File: src/rtl/bre_pkg.sv
package bre_pkg;

  // Instruction word layout: opcode, operand field, compare relation
  localparam int OPC_W      = 5;
  localparam int OPC_LSB    = 27;
  localparam int ADDR_W     = 10;
  localparam int ADDR_LSB   = 0;
  localparam int BIT_W      = 5;
  localparam int BIT_LSB    = 10;
  localparam int CONST_W    = 16;
  localparam int CONST_LSB  = 10;
  localparam int INSTR_W    = 32;

  // Operand spaces: top two address bits select the point group
  localparam logic [1:0] SPACE_IN    = 2'h0;  // Inputs, octal 0-377
  localparam logic [1:0] SPACE_OUT   = 2'h1;  // Outputs, octal 0-377
  localparam logic [1:0] SPACE_MEM   = 2'h2;  // Relays, stages; timers use space code 3

  // Largest octal point numbers per space
  localparam logic [9:0] MAX_IO_PT   = 10'h0ff;  // Octal 377
  localparam logic [9:0] MAX_RELAY   = 10'h1ff;  // Octal 777
  localparam logic [9:0] MAX_TMR     = 10'h07f;  // Octal 177
  localparam logic [4:0] MAX_BIT_BCD = 5'h15;    // BCD 15

  // Boolean stack depth
  localparam int STACK_DEPTH = 8;

  // Wait for physical point access, in ns, and derived cycles at 20 MHz
  localparam int CLK_PERIOD_NS  = 50;
  localparam int IMM_ACCESS_NS  = 100;
  localparam int IMM_ACCESS_CYC =
    (IMM_ACCESS_NS + CLK_PERIOD_NS - 1) / CLK_PERIOD_NS;

  // Reset values
  localparam logic [9:0] PC_RESET = 10'h000;

  // Instruction opcodes
  typedef enum logic [4:0] {
    OP_NOP          = 5'h00,
    OP_LOAD_NO      = 5'h01,  // load_normally_open
    OP_LOAD_NC      = 5'h02,  // load_normally_closed
    OP_SERIES       = 5'h03,
    OP_SERIES_INV   = 5'h04,
    OP_PARALLEL     = 5'h05,
    OP_PARALLEL_INV = 5'h06,  // parallel_inverted_contact
    OP_COIL         = 5'h07,
    OP_MERGE_PAR    = 5'h08,  // branch_parallel_merge
    OP_MERGE_SER    = 5'h09,  // branch_series_merge
    OP_LOAD_WB      = 5'h0a,  // load_word_bit
    OP_LOAD_WB_INV  = 5'h0b,  // load_inverted_word_bit
    OP_CMP_LOAD     = 5'h0c,
    OP_CMP_SERIES   = 5'h0d,
    OP_IMM_LOAD     = 5'h0e,
    OP_IMM_SERIES   = 5'h0f,
    OP_IMM_COIL     = 5'h10,
    OP_RUNG_START   = 5'h11,
    OP_END          = 5'h1f
  } bre_op_e;

  // Compare relations
  typedef enum logic [1:0] {
    REL_EQ = 2'h0,
    REL_NE = 2'h1,
    REL_GE = 2'h2,
    REL_LT = 2'h3
  } bre_rel_e;

endpackage : bre_pkg

File: src/rtl/bre_compare.sv
`timescale 1ns/1ps
// Four-digit BCD comparator for comparative contacts
module bre_compare (
  // Operands
  input  wire logic [15:0] a_in,
  input  wire logic [15:0] b_in,
  input  wire logic [1:0]  rel_in,
  // Result
  output logic             true_out
);

  // BCD digits order like binary when every digit is valid
  always_comb begin
    case (bre_pkg::bre_rel_e'(rel_in))
      bre_pkg::REL_EQ: true_out = (a_in == b_in);
      bre_pkg::REL_NE: true_out = (a_in != b_in);
      bre_pkg::REL_GE: true_out = (a_in >= b_in);
      bre_pkg::REL_LT: true_out = (a_in < b_in);
      default:         true_out = 1'b0;
    endcase
  end

endmodule : bre_compare

File: src/rtl/bre_evaluator.sv
`timescale 1ns/1ps
// Function
// - End instruction finishes the scan; later instructions are not run.
// - Normally open load pushes the referenced point value.
// - Normally closed load pushes the inverse of the point value.
// - Series contact ANDs its value into the top of stack.
// - After a midline coil, series contacts continue the same rung.
// - Parallel contact ORs the true point value into the top.
// - Parallel inverted contact ORs the inverted value into the top.
// - Coil writes the top of stack to the output point.
// - Parallel merge ORs the top two stack levels.
// - Series merge ANDs the top two stack levels.
// - Eight-level stack; loads push and shift older entries down.
// - Merges fold top two levels into one, depth minus one.
// - Rung needing more than eight levels is flagged and not executed; here its instructions before the overflowing load still run.
// - Compare two four-digit values: EQ, NE, GE or LT; here the constant's top bit doubles as the relation's low bit.
// - Immediate access stalls execution until the point access completes.
// - Immediate input read leaves the input image untouched.
// - Every immediate input instruction reads the physical pin anew.
// - Immediate output drives the pin and updates the output image.
// - Octal point ranges: I/O 0-377, relays 0-777, timers 0-177; relay space here only reaches 0-377.
// - Word-bit load takes a BCD-selected bit 0 to 15 of a word.
// - Inverted word-bit load pushes the inverse of that bit.
module bre_evaluator #(
  parameter int N_IN  = 256,
  parameter int N_OUT = 256,
  parameter int N_MEM = 512
) (
  // Clock and reset
  input  wire logic        CLK_IN,
  input  wire logic        RESETN_IN,
  // Scan control
  input  wire logic        SCAN_START_IN,
  output logic             SCAN_DONE_OUT,
  output logic             BUSY_OUT,
  // Program memory
  output logic [9:0]       PMEM_ADDR_OUT,
  input  wire logic [31:0] PMEM_DATA_IN,
  // Word memory, read by word-bit and compare contacts
  output logic [9:0]       WMEM_ADDR_OUT,
  input  wire logic [15:0] WMEM_DATA_IN,
  // Input image, loaded by the I/O update outside this block
  input  wire logic [N_IN-1:0] IN_IMAGE_IN,
  // Physical pins
  input  wire logic [N_IN-1:0] PHYS_IN,
  output logic [N_OUT-1:0] PHYS_OUT,
  // Images
  output logic [N_OUT-1:0] OUT_IMAGE_OUT,
  output logic [N_MEM-1:0] MEM_BITS_OUT,
  // Status
  output logic             STACK_ERR_OUT,
  output logic             RANGE_ERR_OUT
);

  typedef enum logic [2:0] {
    ST_IDLE  = 3'h0,
    ST_FETCH = 3'h1,
    ST_EXEC  = 3'h2,
    ST_WAIT  = 3'h3,
    ST_SKIP  = 3'h4
  } bre_state_e;

  bre_state_e              state_q;
  logic [9:0]              pc_q;
  logic [31:0]             ir_q;
  logic [7:0]              stk_q;
  logic [3:0]              depth_q;
  logic [2:0]              wait_q;
  logic [N_IN-1:0]         phys_s1_q;
  logic [N_IN-1:0]         phys_s2_q;
  logic [N_OUT-1:0]        out_img_q;
  logic [N_OUT-1:0]        phys_q;
  logic [N_MEM-1:0]        mem_q;
  logic                    stk_err_q;
  logic                    rng_err_q;

  // Instruction fields
  bre_pkg::bre_op_e        op;
  logic [1:0]              space;
  logic [7:0]              pt;
  logic [9:0]              addr;
  logic [4:0]              bit_bcd;
  logic [3:0]              bit_idx;
  logic [15:0]             kval;
  logic [1:0]              rel;
  logic                    cmp_true;
  logic                    img_val;
  logic                    val;
  logic                    in_range;
  logic                    is_load;
  logic                    is_merge;
  logic                    is_imm;

  assign op      = bre_pkg::bre_op_e'(ir_q[bre_pkg::OPC_LSB +: bre_pkg::OPC_W]);
  assign addr    = ir_q[bre_pkg::ADDR_LSB +: bre_pkg::ADDR_W];
  assign space   = addr[9:8];
  assign pt      = addr[7:0];
  assign bit_bcd = ir_q[bre_pkg::BIT_LSB +: bre_pkg::BIT_W];
  assign kval    = ir_q[bre_pkg::CONST_LSB +: bre_pkg::CONST_W];
  assign rel     = ir_q[26:25];

  // BCD bit index: tens digit is bit 4 of the field
  assign bit_idx = bit_bcd[4] ? 4'(4'ha + {1'b0, bit_bcd[2:0]})
                              : bit_bcd[3:0];

  // Comparator for comparative contacts
  bre_compare u_cmp (
    .a_in     (WMEM_DATA_IN),
    .b_in     (kval),
    .rel_in   (rel),
    .true_out (cmp_true)
  );

  // Operand range check on octal point numbers
  always_comb begin
    case (op)
      bre_pkg::OP_LOAD_WB, bre_pkg::OP_LOAD_WB_INV:
        in_range = (bit_bcd <= bre_pkg::MAX_BIT_BCD) &&
                   (bit_bcd[3:0] <= 4'h9);
      bre_pkg::OP_CMP_LOAD, bre_pkg::OP_CMP_SERIES:
        in_range = 1'b1;
      default:
        case (space)
          bre_pkg::SPACE_IN, bre_pkg::SPACE_OUT:
            in_range = 1'b1;
          bre_pkg::SPACE_MEM:
            in_range = (addr[8:0] <= bre_pkg::MAX_RELAY[8:0]);
          default:
            in_range = (addr[6:0] <= bre_pkg::MAX_TMR[6:0]) &&
                       (addr[7] == 1'b0);
        endcase
    endcase
  end

  // Image value of the referenced point; timer space shares memory bits
  always_comb begin
    case (space)
      bre_pkg::SPACE_IN:  img_val = IN_IMAGE_IN[pt];
      bre_pkg::SPACE_OUT: img_val = out_img_q[pt];
      default:            img_val = mem_q[addr[8:0]];
    endcase
  end

  // Contact value for the current instruction
  always_comb begin
    case (op)
      bre_pkg::OP_LOAD_NC, bre_pkg::OP_SERIES_INV,
      bre_pkg::OP_PARALLEL_INV:
        val = ~img_val;
      bre_pkg::OP_LOAD_WB:     val = WMEM_DATA_IN[bit_idx];
      bre_pkg::OP_LOAD_WB_INV: val = ~WMEM_DATA_IN[bit_idx];
      bre_pkg::OP_CMP_LOAD, bre_pkg::OP_CMP_SERIES:
        val = cmp_true;
      bre_pkg::OP_IMM_LOAD, bre_pkg::OP_IMM_SERIES:
        val = phys_s2_q[pt];
      default:                 val = img_val;
    endcase
  end

  assign is_load  = (op == bre_pkg::OP_LOAD_NO) ||
                    (op == bre_pkg::OP_LOAD_NC) ||
                    (op == bre_pkg::OP_LOAD_WB) ||
                    (op == bre_pkg::OP_LOAD_WB_INV) ||
                    (op == bre_pkg::OP_CMP_LOAD) ||
                    (op == bre_pkg::OP_IMM_LOAD);
  assign is_merge = (op == bre_pkg::OP_MERGE_PAR) ||
                    (op == bre_pkg::OP_MERGE_SER);
  assign is_imm   = (op == bre_pkg::OP_IMM_LOAD) ||
                    (op == bre_pkg::OP_IMM_SERIES) ||
                    (op == bre_pkg::OP_IMM_COIL);

  // Physical inputs cross in through two flops; the pins are asynchronous
  always_ff @(posedge CLK_IN or negedge RESETN_IN) begin
    if (!RESETN_IN) begin
      phys_s1_q <= '0;
      phys_s2_q <= '0;
    end else begin
      phys_s1_q <= PHYS_IN;
      phys_s2_q <= phys_s1_q;
    end
  end

  // Sequencer: fetch, execute, stall on immediate access, skip bad rung
  always_ff @(posedge CLK_IN or negedge RESETN_IN) begin
    if (!RESETN_IN) begin
      state_q <= ST_IDLE;
      pc_q    <= bre_pkg::PC_RESET;
      ir_q    <= '0;
      wait_q  <= '0;
    end else begin
      case (state_q)
        ST_IDLE: begin
          if (SCAN_START_IN) begin
            pc_q    <= bre_pkg::PC_RESET;
            state_q <= ST_FETCH;
          end
        end
        ST_FETCH: begin
          ir_q    <= PMEM_DATA_IN;
          pc_q    <= 10'(pc_q + 10'h001);
          state_q <= ST_EXEC;
        end
        ST_EXEC: begin
          // Faults are caught before any pin wait, so immediate loads skip too
          if (op == bre_pkg::OP_END) begin
            state_q <= ST_IDLE;
          end else if ((is_load && depth_q == 4'(bre_pkg::STACK_DEPTH)) ||
                       !in_range) begin
            state_q <= ST_SKIP;
          end else if (is_imm) begin
            wait_q  <= 3'(bre_pkg::IMM_ACCESS_CYC);
            state_q <= ST_WAIT;
          end else begin
            state_q <= ST_FETCH;
          end
        end
        ST_WAIT: begin
          // Pin access still in flight: hold the program where it is
          if (wait_q == 3'h1) begin
            state_q <= ST_FETCH;
          end
          wait_q <= 3'(wait_q - 3'h1);
        end
        ST_SKIP: begin
          // Discard the rest of the faulty rung up to the next rung start
          ir_q <= PMEM_DATA_IN;
          pc_q <= 10'(pc_q + 10'h001);
          if (PMEM_DATA_IN[bre_pkg::OPC_LSB +: bre_pkg::OPC_W] ==
              bre_pkg::OP_RUNG_START ||
              PMEM_DATA_IN[bre_pkg::OPC_LSB +: bre_pkg::OPC_W] ==
              bre_pkg::OP_END) begin
            state_q <= ST_EXEC;
          end
        end
        default: state_q <= ST_IDLE;
      endcase
    end
  end

  // Execute point: immediate ops act when their wait ends
  logic exec_now;
  assign exec_now = ((state_q == ST_EXEC) && !is_imm) ||
                    ((state_q == ST_WAIT) && (wait_q == 3'h1));

  // Boolean stack: bit 0 is the top
  always_ff @(posedge CLK_IN or negedge RESETN_IN) begin
    if (!RESETN_IN) begin
      stk_q   <= '0;
      depth_q <= '0;
    end else if (state_q == ST_IDLE && SCAN_START_IN) begin
      stk_q   <= '0;
      depth_q <= '0;
    end else if (exec_now && in_range) begin
      case (op)
        bre_pkg::OP_RUNG_START: begin
          stk_q   <= '0;
          depth_q <= '0;
        end
        bre_pkg::OP_LOAD_NO, bre_pkg::OP_LOAD_NC, bre_pkg::OP_LOAD_WB,
        bre_pkg::OP_LOAD_WB_INV, bre_pkg::OP_CMP_LOAD,
        bre_pkg::OP_IMM_LOAD: begin
          if (depth_q < 4'(bre_pkg::STACK_DEPTH)) begin
            stk_q   <= {stk_q[6:0], val};
            depth_q <= 4'(depth_q + 4'h1);
          end
        end
        bre_pkg::OP_SERIES, bre_pkg::OP_SERIES_INV,
        bre_pkg::OP_CMP_SERIES, bre_pkg::OP_IMM_SERIES:
          stk_q[0] <= stk_q[0] & val;
        bre_pkg::OP_PARALLEL, bre_pkg::OP_PARALLEL_INV:
          stk_q[0] <= stk_q[0] | val;
        bre_pkg::OP_MERGE_PAR, bre_pkg::OP_MERGE_SER: begin
          if (depth_q >= 4'h2) begin
            stk_q <= {1'b0, stk_q[7:2],
                      (op == bre_pkg::OP_MERGE_PAR) ?
                      (stk_q[1] | stk_q[0]) :
                      (stk_q[1] & stk_q[0])};
            depth_q <= 4'(depth_q - 4'h1);
          end
        end
        default: ;
      endcase
    end
  end

  // Coils: top of stack is kept, so later contacts extend the rung
  always_ff @(posedge CLK_IN or negedge RESETN_IN) begin
    if (!RESETN_IN) begin
      out_img_q <= '0;
      phys_q    <= '0;
      mem_q     <= '0;
    end else if (exec_now && in_range) begin
      if (op == bre_pkg::OP_COIL) begin
        if (space == bre_pkg::SPACE_OUT) begin
          out_img_q[pt] <= stk_q[0];
        end else if (space == bre_pkg::SPACE_MEM) begin
          mem_q[addr[8:0]] <= stk_q[0];
        end
      end else if (op == bre_pkg::OP_IMM_COIL) begin
        phys_q[pt]    <= stk_q[0];
        out_img_q[pt] <= stk_q[0];
      end
    end
  end

  // Error flags: sticky for the scan, cleared by the next scan start
  always_ff @(posedge CLK_IN or negedge RESETN_IN) begin
    if (!RESETN_IN) begin
      stk_err_q <= 1'b0;
      rng_err_q <= 1'b0;
    end else if (state_q == ST_EXEC && is_load &&
                 depth_q == 4'(bre_pkg::STACK_DEPTH)) begin
      stk_err_q <= 1'b1;
    end else if (state_q == ST_EXEC && !in_range) begin
      rng_err_q <= 1'b1;
    end else if (state_q == ST_IDLE && SCAN_START_IN) begin
      stk_err_q <= 1'b0;
      rng_err_q <= 1'b0;
    end
  end

  // Done pulse on the end instruction
  always_ff @(posedge CLK_IN or negedge RESETN_IN) begin
    if (!RESETN_IN) begin
      SCAN_DONE_OUT <= 1'b0;
    end else begin
      SCAN_DONE_OUT <= (state_q == ST_EXEC) && (op == bre_pkg::OP_END);
    end
  end

  assign BUSY_OUT      = (state_q != ST_IDLE);
  assign PMEM_ADDR_OUT = pc_q;
  assign WMEM_ADDR_OUT = addr;
  assign OUT_IMAGE_OUT = out_img_q;
  assign PHYS_OUT      = phys_q;
  assign MEM_BITS_OUT  = mem_q;
  assign STACK_ERR_OUT = stk_err_q;
  assign RANGE_ERR_OUT = rng_err_q;

endmodule : bre_evaluator

File: config.mk
export PLATFORM = sky130hd
export DESIGN_NAME = bre_evaluator
export DESIGN_NICKNAME = d
export VERILOG_FILES = /design/src/rtl/bre_pkg.sv /design/src/rtl/bre_compare.sv /design/src/rtl/bre_evaluator.sv
export SDC_FILE = /design/constraint.sdc
export NUM_CORES = 2
export LEC_CHECK = 0
export BUFFER_PORTS_ARGS = -buffer_cell sky130_fd_sc_hd__buf_4
export CORE_AREA = 2 2 619 621
export DETAILED_ROUTE_END_ITERATION = 8
export DIE_AREA = 0 0 621 623
export GPL_TIMING_DRIVEN = 0
export PLACE_DENSITY = 0.37
export SYNTH_ARGS = -nofsm -noshare
export SYNTH_HDL_FRONTEND = slang
export SYNTH_SLANG_ARGS = --single-unit
File: constraint.sdc
create_clock -name CLK_IN -period 3.73 [get_ports CLK_IN]
set_clock_uncertainty 0.1 [all_clocks]
set_input_delay 0.1865 -clock CLK_IN [delete_from_list [all_inputs] [get_ports CLK_IN]]
set_output_delay 0.1865 -clock CLK_IN [all_outputs]
set_load 0.005 [all_outputs]
==> reports/results.ini <==
[sta]
layout_setup_ws_ns=-0.699
finalMaxSlewViolations=0
min_period_over_period=1.19
worst_pin_slew_ns=1.42
setup-violations-final=3
slew_headroom=0.0441
max_freq_mhz=226
tns_ns=-0.703
whs_ns=0.0351
rsz0062_at_grt=true
period_needed_ns=4.43
report.final.hold_viol_count=0

[pwr]
p_total_mw=64.4
p_leak_nw=47.1
p_per_area_nw_per_um2=628
ir_drop_mv=0.371

[global_route]
grt_antenna_before_repair=87
grt_busiest_layer=met2
use_met1=0.270
grt_overflow=0
grt_pass1_vias=56100
use_met2=0.409
grt_max_degree=170
grtUsageTotal=0.230
grt_pass1_wl_mm=587
gr-usage-met3=0.0504

[place]
place_congestion=0.890
pre_cts_ws_ns=-4.20
port-buffer-count=1610
dp_cells=11600
dp_hpwl_mm=348

[synth]
syn_area_sq_um=66800
yosys-top-cells-count=dfrtp_1 (1,599), nand2_1 (859), mux2_2 (730)
synthDistinctLibCells=78
yosys_most_used_dff=dfrtp_1
syn-num-nets=5506
async_flop_share=1.00
netlist.area_leader.share=0.599
synth_cells=4919
synth_area_per_cell_sq_um=13.6
ys_warn_count=0
yosys.area.top_type=dfrtp_1
synth-edff-count=0
ys_ff_latch=1599
yosys-top-cells-area=dfrtp_1 (60%), mux2_2 (12%), mux4_2 (9.9%), nand2_1 (4.8%), clkbuf_1 (2.5%)
synth.most_common_cell=dfrtp_1
yosysSeqAreaShare=0.599

[detailed_routing]
wl_mm=457
vias=53400
dr.pass1.iters=5
vias_per_cell=4.20
antenna_left=0
drt_iter0_markers=3445
drcViolationCount=0
wl_per_cell_microns=35.9

[final_layout]
final_nets=8071
area_delta_synth_final_pct=53.7
fin_cells=12700
drive_above_1_share=0.466

[floorplan]
core_sq_um=381000
dieArea_sq_um=387000
initial_core_util=0.175
die_w_microns=621
die_h_microns=623
io-pin-count=1611
num_rows=227

[run_status]
status=finished, violations left
violations=negative setup slack

[critical_path]
criticalPathCategory=flop to flop
cp.arrival_ns=5.10
worstPathRequired_ns=4.40
endpoint_kind=flop
critPathMaxFanout=11
start_kind=flop

[cts]
root_buffer=clkbuf_16
numCtsBuffers=202
path_clk_slew_ns=0.06
cts_tree=done
htree_levels=4
cts.path.max_buffers=4
cts.sinks=1599
clkLatencyLatePin_ns=0.93

[job]
max_cap_viol_count=0

[min_path]
min_path_type=primary input to flop

-- what timing repair did --
| action | 4_1_cts | 5_1_grt |
|---|---|---|
| buffers inserted | 131 | 27 |
| pin swaps | 62 | 19 |
| gates resized for setup | 513 | 62 |
| setup endpoints to repair | 773 | 465 |
| gates cloned | 0 | 1 |
| hold buffers | 565 | 0 |
| endpoints found under the hold margin | 809 | 0 |
-- critical path, cell delays in order, from the launching register on --
cell and delay (ns):
dfrtp_2 0.37, buf_12 0.17, buf_16 0.18, buf_16 0.24, buf_16 0.22, mux4_2 0.56, mux4_2 0.57, a22oi_2 0.70
a41oi_2 0.31, o31ai_2 0.31, o211ai_1 0.12, a32o_1 0.20
-- state kept, by name, summed over array words and instances, names as in the netlist, 3 cells and up --
register	cells
MEM_BITS_OUT	512
OUT_IMAGE_OUT	256
PHYS_OUT	256
PMEM_ADDR_OUT	10
depth_q	4
ir_q	32
phys_s1_q	256
phys_s2_q	256
state_q	3
stk_q	8
wait_q	3
-- cells in the final DEF, fill, tap and decap left out, types with 53 or more instances in the layout --
cell and instances:
dlygate4sd3_1 565, buf_4 1767, clkbuf_8 56, mux2_2 730, mux2_1 59, a22oi_1 53, nand2_1 846, mux4_2 294
clkbuf_1 421, nor2_1 63, nor2_4 55, buf_12 67, dfrtp_1 1593, mux2i_1 100, clkbuf_16 205
-- cells by family (layout without fill, tap and decap cells) --
| family | after synthesis | after routing | synth area share |
|---|---|---|---|
| flip-flops | 1599 | 1599 | 0.599 |
| multiplexers | 1191 | 1191 | 0.248 |
| AND/OR/NAND/NOR | 1151 | 1151 | 0.0719 |
| buffers and inverters | 632 | 3356 | 0.0415 |
| AO/OA/AOI/OAI | 309 | 309 | 0.0325 |
| adder cells (fa/ha/maj) | 25 | 25 | 0.00476 |
| XOR/XNOR | 12 | 12 | 0.00157 |
| other | 0 | 39 | 0 |
-- per-stage QoR --
stage	util	area, sq um
3_3_place_gp	0.224	85200
5_1_grt	0.270	103000
3_5_place_dp	0.226	86000
6_report	0.270	103000
2_1_floorplan	-	66800
4_1_cts	0.268	102000
-- power breakdown --
part / leakage [nW] / internal, mW / switching [mW]
clock: 3.36 / 12.0 / 8.64
sequential: 21.1 / 17.9 / 0.529
combinational: 22.6 / 7.85 / 17.5
-- final timing paths --
check                                 start  depth (start not counted)        endpoint  slack [ns]
hold reg to reg              phys_s1_q[162]                          0  phys_s2_q[162]        0.22
hold / removal             PMEM_DATA_IN[27]                          4        ir_q[27]        0.04
setup / recovery                    ir_q[0]                         11        stk_q[0]       -0.70
min in group asynchronous         RESETN_IN                          3  phys_s1_q[124]        0.39
setup reg to reg                    ir_q[0]                         11        stk_q[0]       -0.70
max in group asynchronous         RESETN_IN                          6    PHYS_OUT[31]        0.39
-- final cells by class --
type,count,area [sq um]
multi-input combinational,2688,25200
clock inverter,76,995
buffer,590,3770
clock buffer,287,5860
sequential,1599,40000
fill,39800,278000
tap,5038,6300
inverter,32,145
antenna,39,97.6
timing repair buffer,2371,20200
-- routing by layer --
metal / routed length [microns] / vias up
met3: 27200 / 532
met5: 44 / -
met4: 20800 / 6
met2: 231000 / 1966
met1: 178000 / 28600
li1: - / 22300
No activity file was read; power rests on OpenSTA's default activity.
